### config.mk
export PLATFORM = sky130hd
export DESIGN_NAME = ppfc_top
export DESIGN_NICKNAME = d
export VERILOG_FILES = /design/src/hdl/ppfc_pkg.sv /design/src/hdl/ppfc_top.sv
export SDC_FILE = /design/constraint.sdc
export NUM_CORES = 1
export LEC_CHECK = 0
export BUFFER_PORTS_ARGS = -buffer_cell sky130_fd_sc_hd__buf_2
export CAP_MARGIN = 15
export CORE_MARGIN = 2
export CORE_UTILIZATION = 38
export CTS_BUF_LIST = sky130_fd_sc_hd__clkbuf_4
export DETAILED_ROUTE_END_ITERATION = 6
export GPL_TIMING_DRIVEN = 0
export PLACE_DENSITY = 0.67
export SLEW_MARGIN = 20
export SYNTH_ARGS = -nofsm -noshare
export SYNTH_HDL_FRONTEND = slang
export SYNTH_SLANG_ARGS = --single-unit
export TNS_END_PERCENT = 50
### constraint.sdc
create_clock -name clk_i -period 5.96 [get_ports clk_i]
set_clock_uncertainty 0.2 [all_clocks]
set_input_delay 1.192 -clock clk_i [delete_from_list [all_inputs] [get_ports clk_i]]
set_output_delay 1.192 -clock clk_i [all_outputs]
set_load 0.1 [all_outputs]
### src/hdl/ppfc_pkg.sv
// Purpose: constants for the port pin function control block
// Assumes: byte-wide register port, 9 ports packed 8 pins apiece
// Notes: unbuilt pin slots read as zero and are never driven
package ppfc_pkg;
   ////////////////////////////////////////////////////////////////
   // Port slots, in pin-vector order
   localparam int NPORT = 9;
   localparam int PINW = 72;
   localparam int IX_P0 = 0;
   localparam int IX_P1 = 1;
   localparam int IX_P2 = 2;
   localparam int IX_P3 = 3;
   localparam int IX_P7 = 4;
   localparam int IX_P8 = 5;
   localparam int IX_P9 = 6;
   localparam int IX_P10 = 7;
   localparam int IX_P11 = 8;
   localparam logic [3:0] NPORT_L = 4'h9;
   // Built pins per slot, slot 8 first
   localparam logic [8:0][7:0] IMPL_MASK = {8'hFF, 8'h0F, 8'hFF,
      8'hFF, 8'h07, 8'hFF, 8'hE0, 8'hFF, 8'hBF};
   localparam logic [7:0] P0_IN_ONLY = 8'h81;
   localparam logic [7:0] P3_ALT_OUT = 8'h67;
   ////////////////////////////////////////////////////////////////
   // Register map
   localparam logic [7:0] A_LATCH = 8'h00;
   localparam logic [7:0] A_MODE = 8'h10;
   localparam logic [7:0] A_ALT = 8'h20;
   localparam logic [7:0] A_PIN = 8'h30;
   localparam logic [7:0] A_PUL = 8'h40;
   localparam logic [7:0] A_PUH = 8'h41;
   localparam logic [7:0] A_ANA = 8'h42;
   localparam logic [7:0] A_EDR = 8'h43;
   localparam logic [7:0] A_EDF = 8'h44;
   localparam logic [7:0] A_LCDC = 8'h45;
   localparam logic [7:0] A_LCDM = 8'h46;
   localparam logic [7:0] A_STAT = 8'h47;
   // Reset values
   localparam logic [7:0] MODE_RST = 8'hFF;
   localparam logic [7:0] LATCH_RST = 8'h00;
   ////////////////////////////////////////////////////////////////
   // LCD mode fields and common-output sets
   localparam int LM_STATIC = 0;
   localparam int LM_THIRD = 1;
   localparam int LM_TD = 2;
   localparam logic [1:0] TD2 = 2'h0;
   localparam logic [1:0] TD3 = 2'h1;
   localparam logic [1:0] TD4 = 2'h2;
   localparam logic [3:0] COM_ALL = 4'hF;
   localparam logic [3:0] COM_2 = 4'h3;
   localparam logic [3:0] COM_3 = 4'h7;
   localparam int ST_FLAG = 0;
endpackage : ppfc_pkg

### src/hdl/ppfc_top.sv
// Purpose: pin direction, alternate function and pull-up control
// Assumes: single clock, synchronous active-low reset
// Notes: pin k*8+b is bit b of port slot k
//
// The implementer's own choices: the register offsets and strobed register access.
`timescale 1ns/10ps
module ppfc_top
   import ppfc_pkg::*;
(
   input wire logic clk_i,                           // 100 MHz clock
   input wire logic rst_b_i,                         // Sync reset, low
   input wire logic [7:0] addr_i,                    // Register address
   input wire logic [7:0] wdata_i,                   // Write data
   input wire logic wstrb_i,                         // Write strobe
   input wire logic rstrb_i,                         // Read strobe
   output logic [7:0] rdata_o,                       // Read data, +1 cycle
   input wire logic [PINW-1:0] pin_in_i,             // Pad levels
   output logic [PINW-1:0] pin_out_o,                // Pad drive value
   output logic [PINW-1:0] pin_oe_o,                 // Pad drive enable
   output logic [PINW-1:0] pin_pu_o,                 // Pull-up enable
   input wire logic [2:0] timer_out_i,               // Timer outputs
   input wire logic clock_out_pin_i,                 // Clock output
   input wire logic buzzer_out_pin_i,                // Buzzer output
   input wire logic ser0_data_out_i,                 // Serial 0 data out
   input wire logic ser0_clock_pin_i,                // Serial 0 clock out
   input wire logic ser2_data_out_i,                 // Serial 2 data out
   input wire logic ser2_clock_pin_i,                // Serial 2 clock out
   input wire logic [7:0] lcd_segment_hi_outs_i,     // Segments 32-39
   input wire logic [7:0] lcd_segment_mid_outs_i,    // Segments 24-31
   output logic [5:0] ext_irq_in_o,                  // Valid edge pulses
   output logic t16_capture_pulse_o,                 // Capture by edge
   output logic t16_count_clock_in_o,                // Timer count clock
   output logic t16_capture_trigger_in_o,            // Capture pin level
   output logic t8a_clock_in_o,                      // 8-bit timer A clk
   output logic t8b_clock_in_o,                      // 8-bit timer B clk
   output logic ser0_data_in_o,                      // Serial 0 data in
   output logic ser0_clock_in_o,                     // Serial 0 clock in
   output logic ser2_data_in_o,                      // Serial 2 data in
   output logic async_clock_in_o,                    // Async serial clk
   output logic [7:0] analog_in_pins_o,              // Analog enables
   output logic [3:0] lcd_common_outs_o,             // Active commons
   output logic port11_fall_edge_flag_o              // Falling edge flag
);

   ////////////////////////////////////////////////////////////////
   // State
   typedef struct packed {
      logic [8:0][7:0] lat;
      logic [8:0][7:0] pm;
      logic [8:0][7:0] alt;
      logic [4:0] pul;
      logic [3:0] puh;
      logic [7:0] ana;
      logic [5:0] edr;
      logic [5:0] edf;
      logic [7:0] lcdc;
      logic [3:0] lcdm;
      logic kflag;
      logic [PINW-1:0] s1;
      logic [PINW-1:0] s2;
      logic [PINW-1:0] prev;
      logic [PINW-1:0] pout;
      logic [PINW-1:0] poe;
      logic [PINW-1:0] ppu;
      logic [7:0] rdata;
      logic [5:0] irq;
      logic cap;
      logic [3:0] com;
      logic t16clk;
      logic t16trg;
      logic t8a;
      logic t8b;
      logic s0di;
      logic s0ck;
      logic s2di;
      logic s2ck;
   } ppfc_state_t;

   ppfc_state_t st;
   ppfc_state_t next_st;

   ////////////////////////////////////////////////////////////////
   // Helpers
   // Per-port register window hit
   function automatic logic hit(input logic [7:0] a, input logic [7:0] base);
      hit = (a[7:4] == base[7:4]) && (a[3:0] < NPORT_L);
   endfunction : hit

   // Common outputs for the LCD drive mode
   function automatic logic [3:0] com_sel(input logic [3:0] m);
      logic [1:0] td;
      td = m[LM_TD+:2];
      com_sel = 4'h0;
      if (m[LM_STATIC]) begin
         com_sel = COM_ALL;
      end else if (!m[LM_THIRD]) begin
         if (td == TD2) begin
            com_sel = COM_2;
         end else if (td == TD3) begin
            com_sel = COM_3;
         end
      end else begin
         if (td == TD3) begin
            com_sel = COM_3;
         end else if (td == TD4) begin
            com_sel = COM_ALL;
         end
      end
   endfunction : com_sel

   ////////////////////////////////////////////////////////////////
   // Next-state logic
   logic [7:0] p3alt;
   logic [PINW-1:0] rise;
   logic [PINW-1:0] fall;
   logic [PINW-1:0] impl;
   logic ctl;
   logic val;
   logic oe;
   logic opt;
   int i;

   always_comb begin
      next_st = st;
      p3alt = {1'b0, buzzer_out_pin_i, clock_out_pin_i, 2'b00, timer_out_i};
      impl = IMPL_MASK;
      ctl = 1'b0;
      val = 1'b0;
      oe = 1'b0;
      opt = 1'b0;
      i = 0;

      // Pad synchroniser and edge history
      next_st.s1 = pin_in_i;
      next_st.s2 = st.s1;
      next_st.prev = st.s2;
      rise = st.s2 & ~st.prev & impl;
      fall = ~st.s2 & st.prev & impl;

      // Register writes
      if (wstrb_i) begin
         if (hit(addr_i, A_LATCH)) begin
            next_st.lat[addr_i[3:0]] = wdata_i;
         end
         if (hit(addr_i, A_MODE)) begin
            next_st.pm[addr_i[3:0]] = wdata_i;
         end
         if (hit(addr_i, A_ALT)) begin
            next_st.alt[addr_i[3:0]] = wdata_i;
         end
         unique case (addr_i)
            A_PUL: next_st.pul = wdata_i[4:0];
            A_PUH: next_st.puh = wdata_i[3:0];
            A_ANA: next_st.ana = wdata_i;
            A_EDR: next_st.edr = wdata_i[5:0];
            A_EDF: next_st.edf = wdata_i[5:0];
            A_LCDC: next_st.lcdc = wdata_i;
            A_LCDM: next_st.lcdm = wdata_i[3:0];
            A_STAT: begin
               if (wdata_i[ST_FLAG]) begin
                  next_st.kflag = 1'b0;
               end
            end
            default: ;
         endcase
      end

      // Falling edge on port 11 sets flag; set beats clear
      if (|fall[IX_P11*8+:8]) begin
         next_st.kflag = 1'b1;
      end

      // Register reads, data valid the following cycle only
      next_st.rdata = 8'h00;
      if (rstrb_i) begin
         if (hit(addr_i, A_LATCH)) begin
            next_st.rdata = st.lat[addr_i[3:0]];
         end else if (hit(addr_i, A_MODE)) begin
            next_st.rdata = st.pm[addr_i[3:0]];
         end else if (hit(addr_i, A_ALT)) begin
            next_st.rdata = st.alt[addr_i[3:0]];
         end else if (hit(addr_i, A_PIN)) begin
            next_st.rdata = st.s2[addr_i[3:0]*8+:8] & IMPL_MASK[addr_i[3:0]];
         end else begin
            unique case (addr_i)
               A_PUL: next_st.rdata = {3'h0, st.pul};
               A_PUH: next_st.rdata = {4'h0, st.puh};
               A_ANA: next_st.rdata = st.ana;
               A_EDR: next_st.rdata = {2'h0, st.edr};
               A_EDF: next_st.rdata = {2'h0, st.edf};
               A_LCDC: next_st.rdata = st.lcdc;
               A_LCDM: next_st.rdata = {4'h0, st.lcdm};
               A_STAT: next_st.rdata = {7'h00, st.kflag};
               default: next_st.rdata = 8'h00;
            endcase
         end
      end

      // Per-pin drive, enable and pull-up
      for (int k = 0; k < NPORT; k++) begin
         for (int b = 0; b < 8; b++) begin
            i = k * 8 + b;
            ctl = st.alt[k][b];
            val = st.lat[k][b];
            oe = ~st.pm[k][b];
            unique case (k)
               IX_P0: begin
                  // Control mode pins are interrupt or timer inputs
                  oe = oe & ~ctl & ~P0_IN_ONLY[b];
               end
               IX_P1: begin
                  ctl = st.ana[b];
                  oe = oe & ~ctl;
               end
               IX_P2: begin
                  // Direction stays with software in serial use
                  if (ctl && b == 6) begin
                     val = ser0_data_out_i;
                  end else if (ctl && b == 7) begin
                     val = ser0_clock_pin_i;
                  end
               end
               IX_P3: begin
                  if (ctl) begin
                     val = p3alt[b];
                     oe = P3_ALT_OUT[b];
                  end
               end
               IX_P7: begin
                  if (ctl && b == 1) begin
                     val = ser2_data_out_i;
                  end else if (ctl && b == 2) begin
                     val = ser2_clock_pin_i;
                  end
               end
               IX_P8: begin
                  ctl = st.lcdc[b/2];
                  if (ctl) begin
                     val = lcd_segment_hi_outs_i[7-b];
                     oe = 1'b1;
                  end
               end
               IX_P9: begin
                  ctl = st.lcdc[4+b/2];
                  if (ctl) begin
                     val = lcd_segment_mid_outs_i[7-b];
                     oe = 1'b1;
                  end
               end
               IX_P10, IX_P11: ;
               default: ;
            endcase
            oe = oe & impl[i];
            // Pull-up option per port group
            if (k <= IX_P7) begin
               opt = st.pul[k];
            end else begin
               opt = st.puh[k-IX_P8];
            end
            next_st.pout[i] = val & oe;
            next_st.poe[i] = oe;
            // Only on an undriven, non-analog input
            next_st.ppu[i] = opt & ~oe & impl[i] & ~(k == IX_P1 && st.ana[b]);
         end
      end

      // Valid-edge selection for the six interrupt inputs
      next_st.irq = (rise[5:0] & st.edr) | (fall[5:0] & st.edf);
      next_st.cap = next_st.irq[0] | next_st.irq[1];

      // Peripheral input levels in control mode
      next_st.t16clk = st.alt[IX_P0][0] & st.s2[0];
      next_st.t16trg = st.alt[IX_P0][1] & st.s2[1];
      next_st.t8a = st.alt[IX_P3][3] & st.s2[IX_P3*8+3];
      next_st.t8b = st.alt[IX_P3][4] & st.s2[IX_P3*8+4];
      next_st.s0di = st.alt[IX_P2][5] & st.s2[IX_P2*8+5];
      next_st.s0ck = st.alt[IX_P2][7] & st.s2[IX_P2*8+7];
      next_st.s2di = st.alt[IX_P7][0] & st.s2[IX_P7*8];
      next_st.s2ck = st.alt[IX_P7][2] & st.s2[IX_P7*8+2];
      next_st.com = com_sel(st.lcdm);
   end

   ////////////////////////////////////////////////////////////////
   // State register
   always_ff @(posedge clk_i) begin
      if (!rst_b_i) begin
         st <= '0;
         st.pm <= {NPORT{MODE_RST}};
         st.lat <= {NPORT{LATCH_RST}};
      end else begin
         st <= next_st;
      end
   end

   ////////////////////////////////////////////////////////////////
   // Outputs
   assign rdata_o = st.rdata;
   assign pin_out_o = st.pout;
   assign pin_oe_o = st.poe;
   assign pin_pu_o = st.ppu;
   assign ext_irq_in_o = st.irq;
   assign t16_capture_pulse_o = st.cap;
   assign t16_count_clock_in_o = st.t16clk;
   assign t16_capture_trigger_in_o = st.t16trg;
   assign t8a_clock_in_o = st.t8a;
   assign t8b_clock_in_o = st.t8b;
   assign ser0_data_in_o = st.s0di;
   assign ser0_clock_in_o = st.s0ck;
   assign ser2_data_in_o = st.s2di;
   assign async_clock_in_o = st.s2ck;
   assign analog_in_pins_o = st.ana;
   assign lcd_common_outs_o = st.com;
   assign port11_fall_edge_flag_o = st.kflag;
endmodule : ppfc_top

==> flow_summary.json, run 1 <==
{
  "status": "complete, but fails checks",
  "violations": "design-rule violations",
  "synth_seq_area_share_pct": 49.8,
  "timing.reg2reg.setup_slack_ns": 3.06,
  "worstSetupPathType": "in -> reg",
  "dieArea_sq_um": 66400,
  "worstSetupStartpoint": "addr_i[1]",
  "synth_top_area_cell": "dfxtp_1",
  "power_frac_comb_pct": 8.1,
  "cpMostUsedCell": "buf_2",
  "cts_buffers": 159,
  "row_count": 92,
  "crit_chain": "buf_2 -> buf_2 -> clkinv_1 -> clkbuf_1 -> ha_1 -> nand2b_2 -> a21oi_2 -> nand2_1 -> nor3_1 -> a311oi_1 -> a211oi_1",
  "synthTopCellsByArea": "dfxtp_1, buf_4, mux2i_1",
  "ys.flop_type": "dfxtp_1",
  "synth_seq_cells": 608,
  "finalCritPeriodShare_pct": 83.6,
  "syn_inst": 2584,
  "hold_viol": 0,
  "crit_path_max_fanout": 12,
  "swShare_pct": 27.0,
  "grt_pass1_wl_um": 137000,
  "htreeDepth": 4,
  "vias": 21100,
  "synth_edf_count": 0,
  "arrival_ns": 5.63,
  "core-area_sq_um": 63300,
  "p_int_mw": 6.06,
  "seq_power_share_pct": 49.9,
  "cpMaxStageDelayCell": "clkbuf_1",
  "first_pass_iters": 7,
  "wl_per_cell_um": 24.1,
  "io_pins": 369,
  "synth_top_area_share_pct": 49.8,
  "fin_area_sq_um": 29200,
  "slew_viol_final": 0,
  "drt_wl_total_um": 97700,
  "start_util_pct": 38.6,
  "switchingPower_mw": 2.24,
  "postCtsHoldBufs": 0,
  "netlist_area_sq_um": 24500,
  "antenna_found_initial": 8,
  "crit_path_max_incr_delay_ns": 0.77,
  "rsz0062_at_grt": "no",
  "relSlewSlack_pct": 16.9,
  "ant_nets": 0,
  "min_period_ns": 4.98,
  "setup_tns_ns": 0,
  "drc_errors": 1,
  "place_hpwl_um": 72800,
  "gp_congestion": 1.01,
  "cap_viol_max_count": 0,
  "grt_use_total_pct": 28.7,
  "clk-insertion-delay-late_ns": 1.02,
  "synth.distinct_cells": 74,
  "grt_pass1_vias": 20200,
  "hp-class": "in -> reg",
  "clockBufferDepth": 3,
  "final_nets": 3230,
  "yosys-top-cells-count": "dfxtp_1, nand2_1, buf_4",
  "vias_per_cell": 5.20,
  "die_w_um": 258,
  "startpoint_type": "input port",
  "layout-area-overhead-vs-synth_pct": 19.3,
  "port_buffers": 312,
  "drt_iter0_drc": 2275,
  "ctsResizeCount": 0,
  "synthArstFlopShare_pct": 0,
  "p_leak_nw": 13.0,
  "syn_area_per_cell_sq_um": 9.46,
  "setup_ws_ns": 0.979,
  "clockPowerShare_pct": 42.0,
  "setup_viol": 0,
  "gr-total-overflow": 0,
  "die_h_um": 258,
  "path_delay_family": "buffers and inverters",
  "clk_pin_slew_worst_paths_ns": 0.06,
  "ir_drop_mv": 0.148,
  "power_density_nw_per_um2": 284,
  "grt_start_max_net_pins": 17,
  "endpoint_kind": "flip-flop",
  "tightest_slew_ns": 1.25,
  "cp.required_ns": 6.61,
  "crit_buf_inv": 4,
  "placed_cell_area_sq_um": 27300,
  "hp-start": "pin_in_i[39]",
  "clock-sinks": 608,
  "cts_tree": "yes",
  "ys_warn_count": 0,
  "cts_root_buf": "clkbuf_4",
  "fmax_mhz": 201,
  "synth.most_common_cell": "dfxtp_1",
  "drive_gt1_share_pct": 28.6,
  "pre_cts_ws_ns": 0.194,
  "post_cts_buffers": 0
}
-- power by group through the flow --
stage,Combinational (mW),Clock [mW],Sequential [mW]
after floorplan,0.412,0,4.22
after global placement,0.655,0,4.22
after detailed placement,0.654,0,4.23
after CTS,0.655,3.54,4.14
after global routing,0.685,3.78,4.14
final,0.673,3.48,4.14
-- cell type report --
type,instances,area (sq um)
diodes,6,15.0
fillers,6334,34100
inverters,19,71.3
well taps,846,1060
repair buffers,312,1560
clock inverters,34,193
multi-input cells,1603,9850
plain buffers,402,2550
clock buffers,227,1700
flip-flops and latches,608,12200
-- worst reg2reg max path, cell delays in order, from the launching register on --
cell and delay [ns]:
dfxtp_1 0.38, mux4_2 0.56, a221oi_1 0.36, nor3_1 0.16, a311oi_1 0.78, a211oi_1 0.24
-- kinds of logic (layout without fill, tap and decap cells) --
logic type	Yosys count	in the layout	synth area share [%]
and+or+nand+nor	923	923	19.6
AOI/OAI and AO/OA	450	450	11.1
other	1	55	0.0153
buffers and inverters	421	994	10.7
muxes	173	173	8.40
adders and majority gates	8	8	0.409
DFF	608	608	49.8
-- metrics by stage --
step                std cells  hold WS, ns  power [mW]  util [%]
floorplan                2632        0.212        4.63         -
global placement         3790        0.216        4.88      43.0
detailed placement       3790        0.217        4.88      43.1
CTS                      4051       0.0855        8.33      46.1
global route             4057        0.101        8.60      46.1
finish                   4057        0.187        8.29      46.1
-- layout by cell type (no fill, tap or decap), drive strengths merged, types with 10 or more instances in the layout --
cell type  Yosys  routed
nand4         11      11
nor2         137     137
mux4          25      25
o221ai        10      10
and2         203     203
mux2i        141     141
buf          282     594
nand2b        24      24
a221oi        16      16
dfxtp        608     608
nand3b        13      13
a21boi        55      55
inv           18      24
o22ai         17      17
o21ai        176     176
clkinv         1      24
and3          34      34
nand2        330     330
clkbuf       120     347
nand3         89      89
conb           1      49
nor3          29      29
nor2b         37      37
a21oi        122     122
-- per-layer routing --
layer  routed length (um)  vias to the layer above  track usage [%]
li1                     -                     9577                -
met1                38800                     9860             36.0
met2                43400                     1338             44.6
met3                 9630                      325             7.63
met4                 5790                        8             16.6
met5                   43                        -                0
-- worst paths after layout --
path                              to  cells after the start
min          next_st[354]$_SDFF_PN0_                      2
max reg2reg    rdata_o[6]$_SDFF_PN0_                      5
min reg2reg  next_st[310]$_SDFF_PN0_                      1
max            rdata_o[6]$_SDFF_PN0_                     11
(Power assumes the default switching activity.)
==> inputs of run 2 (changes only) <==
--- a/config.mk
+++ b/config.mk
@@ -5,6 +5,7 @@
 export SDC_FILE = /design/constraint.sdc
 export NUM_CORES = 1
 export LEC_CHECK = 0
+export ABC_AREA = 1
 export BUFFER_PORTS_ARGS = -buffer_cell sky130_fd_sc_hd__buf_2
 export CAP_MARGIN = 15
 export CORE_MARGIN = 2
==> constraint.sdc (replaced) <==
create_clock -name clk_i -period 4.8 [get_ports clk_i]
set_clock_uncertainty 0.2 [all_clocks]
set_input_delay 0.96 -clock clk_i [delete_from_list [all_inputs] [get_ports clk_i]]
set_output_delay 0.96 -clock clk_i [all_outputs]
set_load 0.1 [all_outputs]
==> flow_summary.json, run 2 <==
{
  "pre_cts_ws_ns": -0.286,
  "ys.flop_type": "dfxtp_1",
  "worstSetupPathType": "in -> reg",
  "rr_worst_depth": 5,
  "start_util_pct": 38.4,
  "cap_viol_max_count": 0,
  "crit_path_max_fanout": 12,
  "vias_per_cell": 4.94,
  "setup_ws_ns": 0.566,
  "synth_seq_cells": 608,
  "hp-class": "in -> reg",
  "setup_tns_ns": 0,
  "worstSetupStartpoint": "addr_i[0]",
  "hold_viol": 0,
  "place_hpwl_um": 72400,
  "clockPowerShare_pct": 41.8,
  "synthArstFlopShare_pct": 0,
  "yosys-top-cells-count": "dfxtp_1, inv_1, nand2_1",
  "synth.distinct_cells": 33,
  "rr_startpoint": "next_st[309]$_SDFF_PN0_",
  "wl_per_cell_um": 20.8,
  "min_period_ns": 4.23,
  "swShare_pct": 27.6,
  "netlist_area_sq_um": 24200,
  "antenna_found_initial": 8,
  "synthAdderAreaFrac_pct": 0.414,
  "syn_area_per_cell_sq_um": 7.74,
  "synth_edf_count": 0,
  "io_pins": 369,
  "synth-simple-area-share_pct": 17.5,
  "grt_pass1_wl_um": 139000,
  "htreeDepth": 4,
  "cts_root_buf": "clkbuf_4",
  "port_buffers": 314,
  "synth_top_family_by_area": "simple AND/OR/NAND/NOR gates",
  "gp_congestion": 1.03,
  "synthTopCellsByArea": "dfxtp_1, buf_4, inv_1",
  "clock-sinks": 608,
  "grt_use_total_pct": 29.0,
  "gr-total-overflow": 0,
  "grt_pass1_vias": 21900,
  "hp-start": "wdata_i[1]",
  "synth_top_area_share_pct": 50.4,
  "layout_commonest_cell": "dfxtp_1",
  "relSlewSlack_pct": 9.76,
  "die_h_um": 256,
  "clockBufferDepth": 3,
  "synth_compound_area_share_pct": 14.3,
  "fillerInstances": 6417,
  "ctsResizeCount": 0,
  "timing.reg2reg.setup_slack_ns": 2.74,
  "grt_start_max_net_pins": 17,
  "core-area_sq_um": 63000,
  "layout-area-overhead-vs-synth_pct": 23.7,
  "cts_buffers": 157,
  "crit_chain": "buf_2 -> buf_2 -> inv_1 -> buf_2 -> clkbuf_1 -> ha_1 -> inv_1 -> nor2_2 -> inv_2 -> nor2_4 -> nand2_1 -> o21ai_0 -> nor2_1 -> nand3_1 -> nor2_1 -> nor2_1",
  "clk_pin_slew_worst_paths_ns": 0.07,
  "synth.area.mux_share_pct": 0,
  "finalCritPeriodShare_pct": 88.2,
  "die_w_um": 256,
  "cts_tree": "yes",
  "fmax_mhz": 236,
  "ys_warn_count": 0,
  "synth-xor-area-share_pct": 0,
  "drt_iter0_drc": 2576,
  "finalNonFillerCells": 4693,
  "p_leak_nw": 14.8,
  "crit_path_max_incr_delay_ns": 0.67,
  "first_pass_iters": 6,
  "synth.most_common_cell": "dfxtp_1",
  "row_count": 92,
  "cp.required_ns": 5.46,
  "final_nets": 3869,
  "rsz0062_at_grt": "no",
  "tightest_slew_ns": 1.34,
  "clk-insertion-delay-late_ns": 1.03,
  "vias": 23200,
  "p_int_mw": 7.58,
  "power_frac_comb_pct": 9.1,
  "r2r-end": "port11_fall_edge_flag_o$_SDFFE_PN0P_",
  "switchingPower_mw": 2.88,
  "endpoint_kind": "flip-flop",
  "startpoint_type": "input port",
  "setup_viol": 0,
  "placed_cell_area_sq_um": 27000,
  "power_density_nw_per_um2": 350,
  "synth_seq_area_share_pct": 50.4,
  "layout_common_cells": "dfxtp_1, inv_1, nand2_1",
  "status": "completed",
  "arrival_ns": 4.90,
  "synth_top_area_cell": "dfxtp_1",
  "syn_inst": 3122,
  "seq_power_share_pct": 49.1,
  "ant_nets": 0,
  "drt_wl_total_um": 97800,
  "drive_gt1_share_pct": 22.5,
  "dp.cells": 4331,
  "crit_end": "rdata_o[5]$_SDFF_PN0_",
  "cpMaxStageDelayCell": "clkbuf_1",
  "fin_area_sq_um": 29900,
  "dieArea_sq_um": 65600,
  "finish.utilization_pct": 47.5,
  "drc_errors": 0,
  "ir_drop_mv": 0.191,
  "slew_viol_final": 0
}
==> run 2: cell count changes after synthesis, sizes merged, moves of 49 or more <==
cell    delta
a21oi    +153
nand3     +61
a21boi    -49
mux2i    -141
inv      +435
o21ai    +117
nor3      +59
o211ai    +52
and2     -203
nor2     +135
nand2    +114
==> run 2: through the flow <==
stage,power (mW),hold WS (ns)
global route,10.8,0.101
global placement,6.10,0.196
floorplan,5.78,0.190
CTS,10.5,0.0123
detailed placement,6.10,0.195
finish,10.5,0.154
==> run 2: cells by family after synthesis <==
group                      Yosys count
AOI/OAI and AO/OA                  648
other                                1
adders and majority gates            8
DFF                                608
buffers and inverters              869
and+or+nand+nor                    988
==> run 2: timing repair <==
action,4_1_cts,5_1_grt
hold buffers,99,0
setup buffers,0,0
hold endpoints to repair,99,0
==> run 2: critical path: cells and delay by family <==
family,cells,cell delay (ns)
simple gates,7,1.66
compound gates,1,0.12
fa+ha+maj,1,0.34
buf+inv,7,1.78
==> run 2: how the worst min path moves through the flow <==
stage,end,slack (ns),cells after the start
CTS,flip-flop,0.01,3
detailed placement,next_st[281]$_SDFF_PN0_,0.19,2
global route,flip-flop,0.10,3
floorplan,next_st[243]$_SDFF_PN0_,0.19,2
global placement,next_st[306]$_SDFF_PN0_,0.20,2
finish,flip-flop,0.15,3
==> run 2: layout make-up <==
class / count / area (sq um) / share of cell area [%]
diodes: 4 / 10.0 / 0.0335
plain buffers: 416 / 2510 / 8.41
clock buffers: 215 / 1610 / 5.40
clock inverters: 43 / 280 / 0.937
inverters: 453 / 1700 / 5.69
multi-input cells: 1693 / 7970 / 26.7
flip-flops and latches: 608 / 12200 / 40.7
well taps: 846 / 1060 / 3.54
repair buffers: 415 / 2590 / 8.66
==> run 2: power groups by stage <==
stage | sequential (mW) | clock, mW | combinational [mW]
final | 5.14 | 4.37 | 0.950
after CTS | 5.14 | 4.46 | 0.918
after detailed placement | 5.25 | 0 | 0.854
after global placement | 5.25 | 0 | 0.852
after global routing | 5.14 | 4.68 | 0.988
after floorplan | 5.25 | 0 | 0.534
==> run 2: layer usage <==
metal	routed length, um	global-route usage, %	vias to the layer above
met4	6340	17.9	8
li1	-	-	10900
met2	43800	46.4	1374
met5	57	0	-
met3	9790	7.36	319
met1	37800	35.0	10500
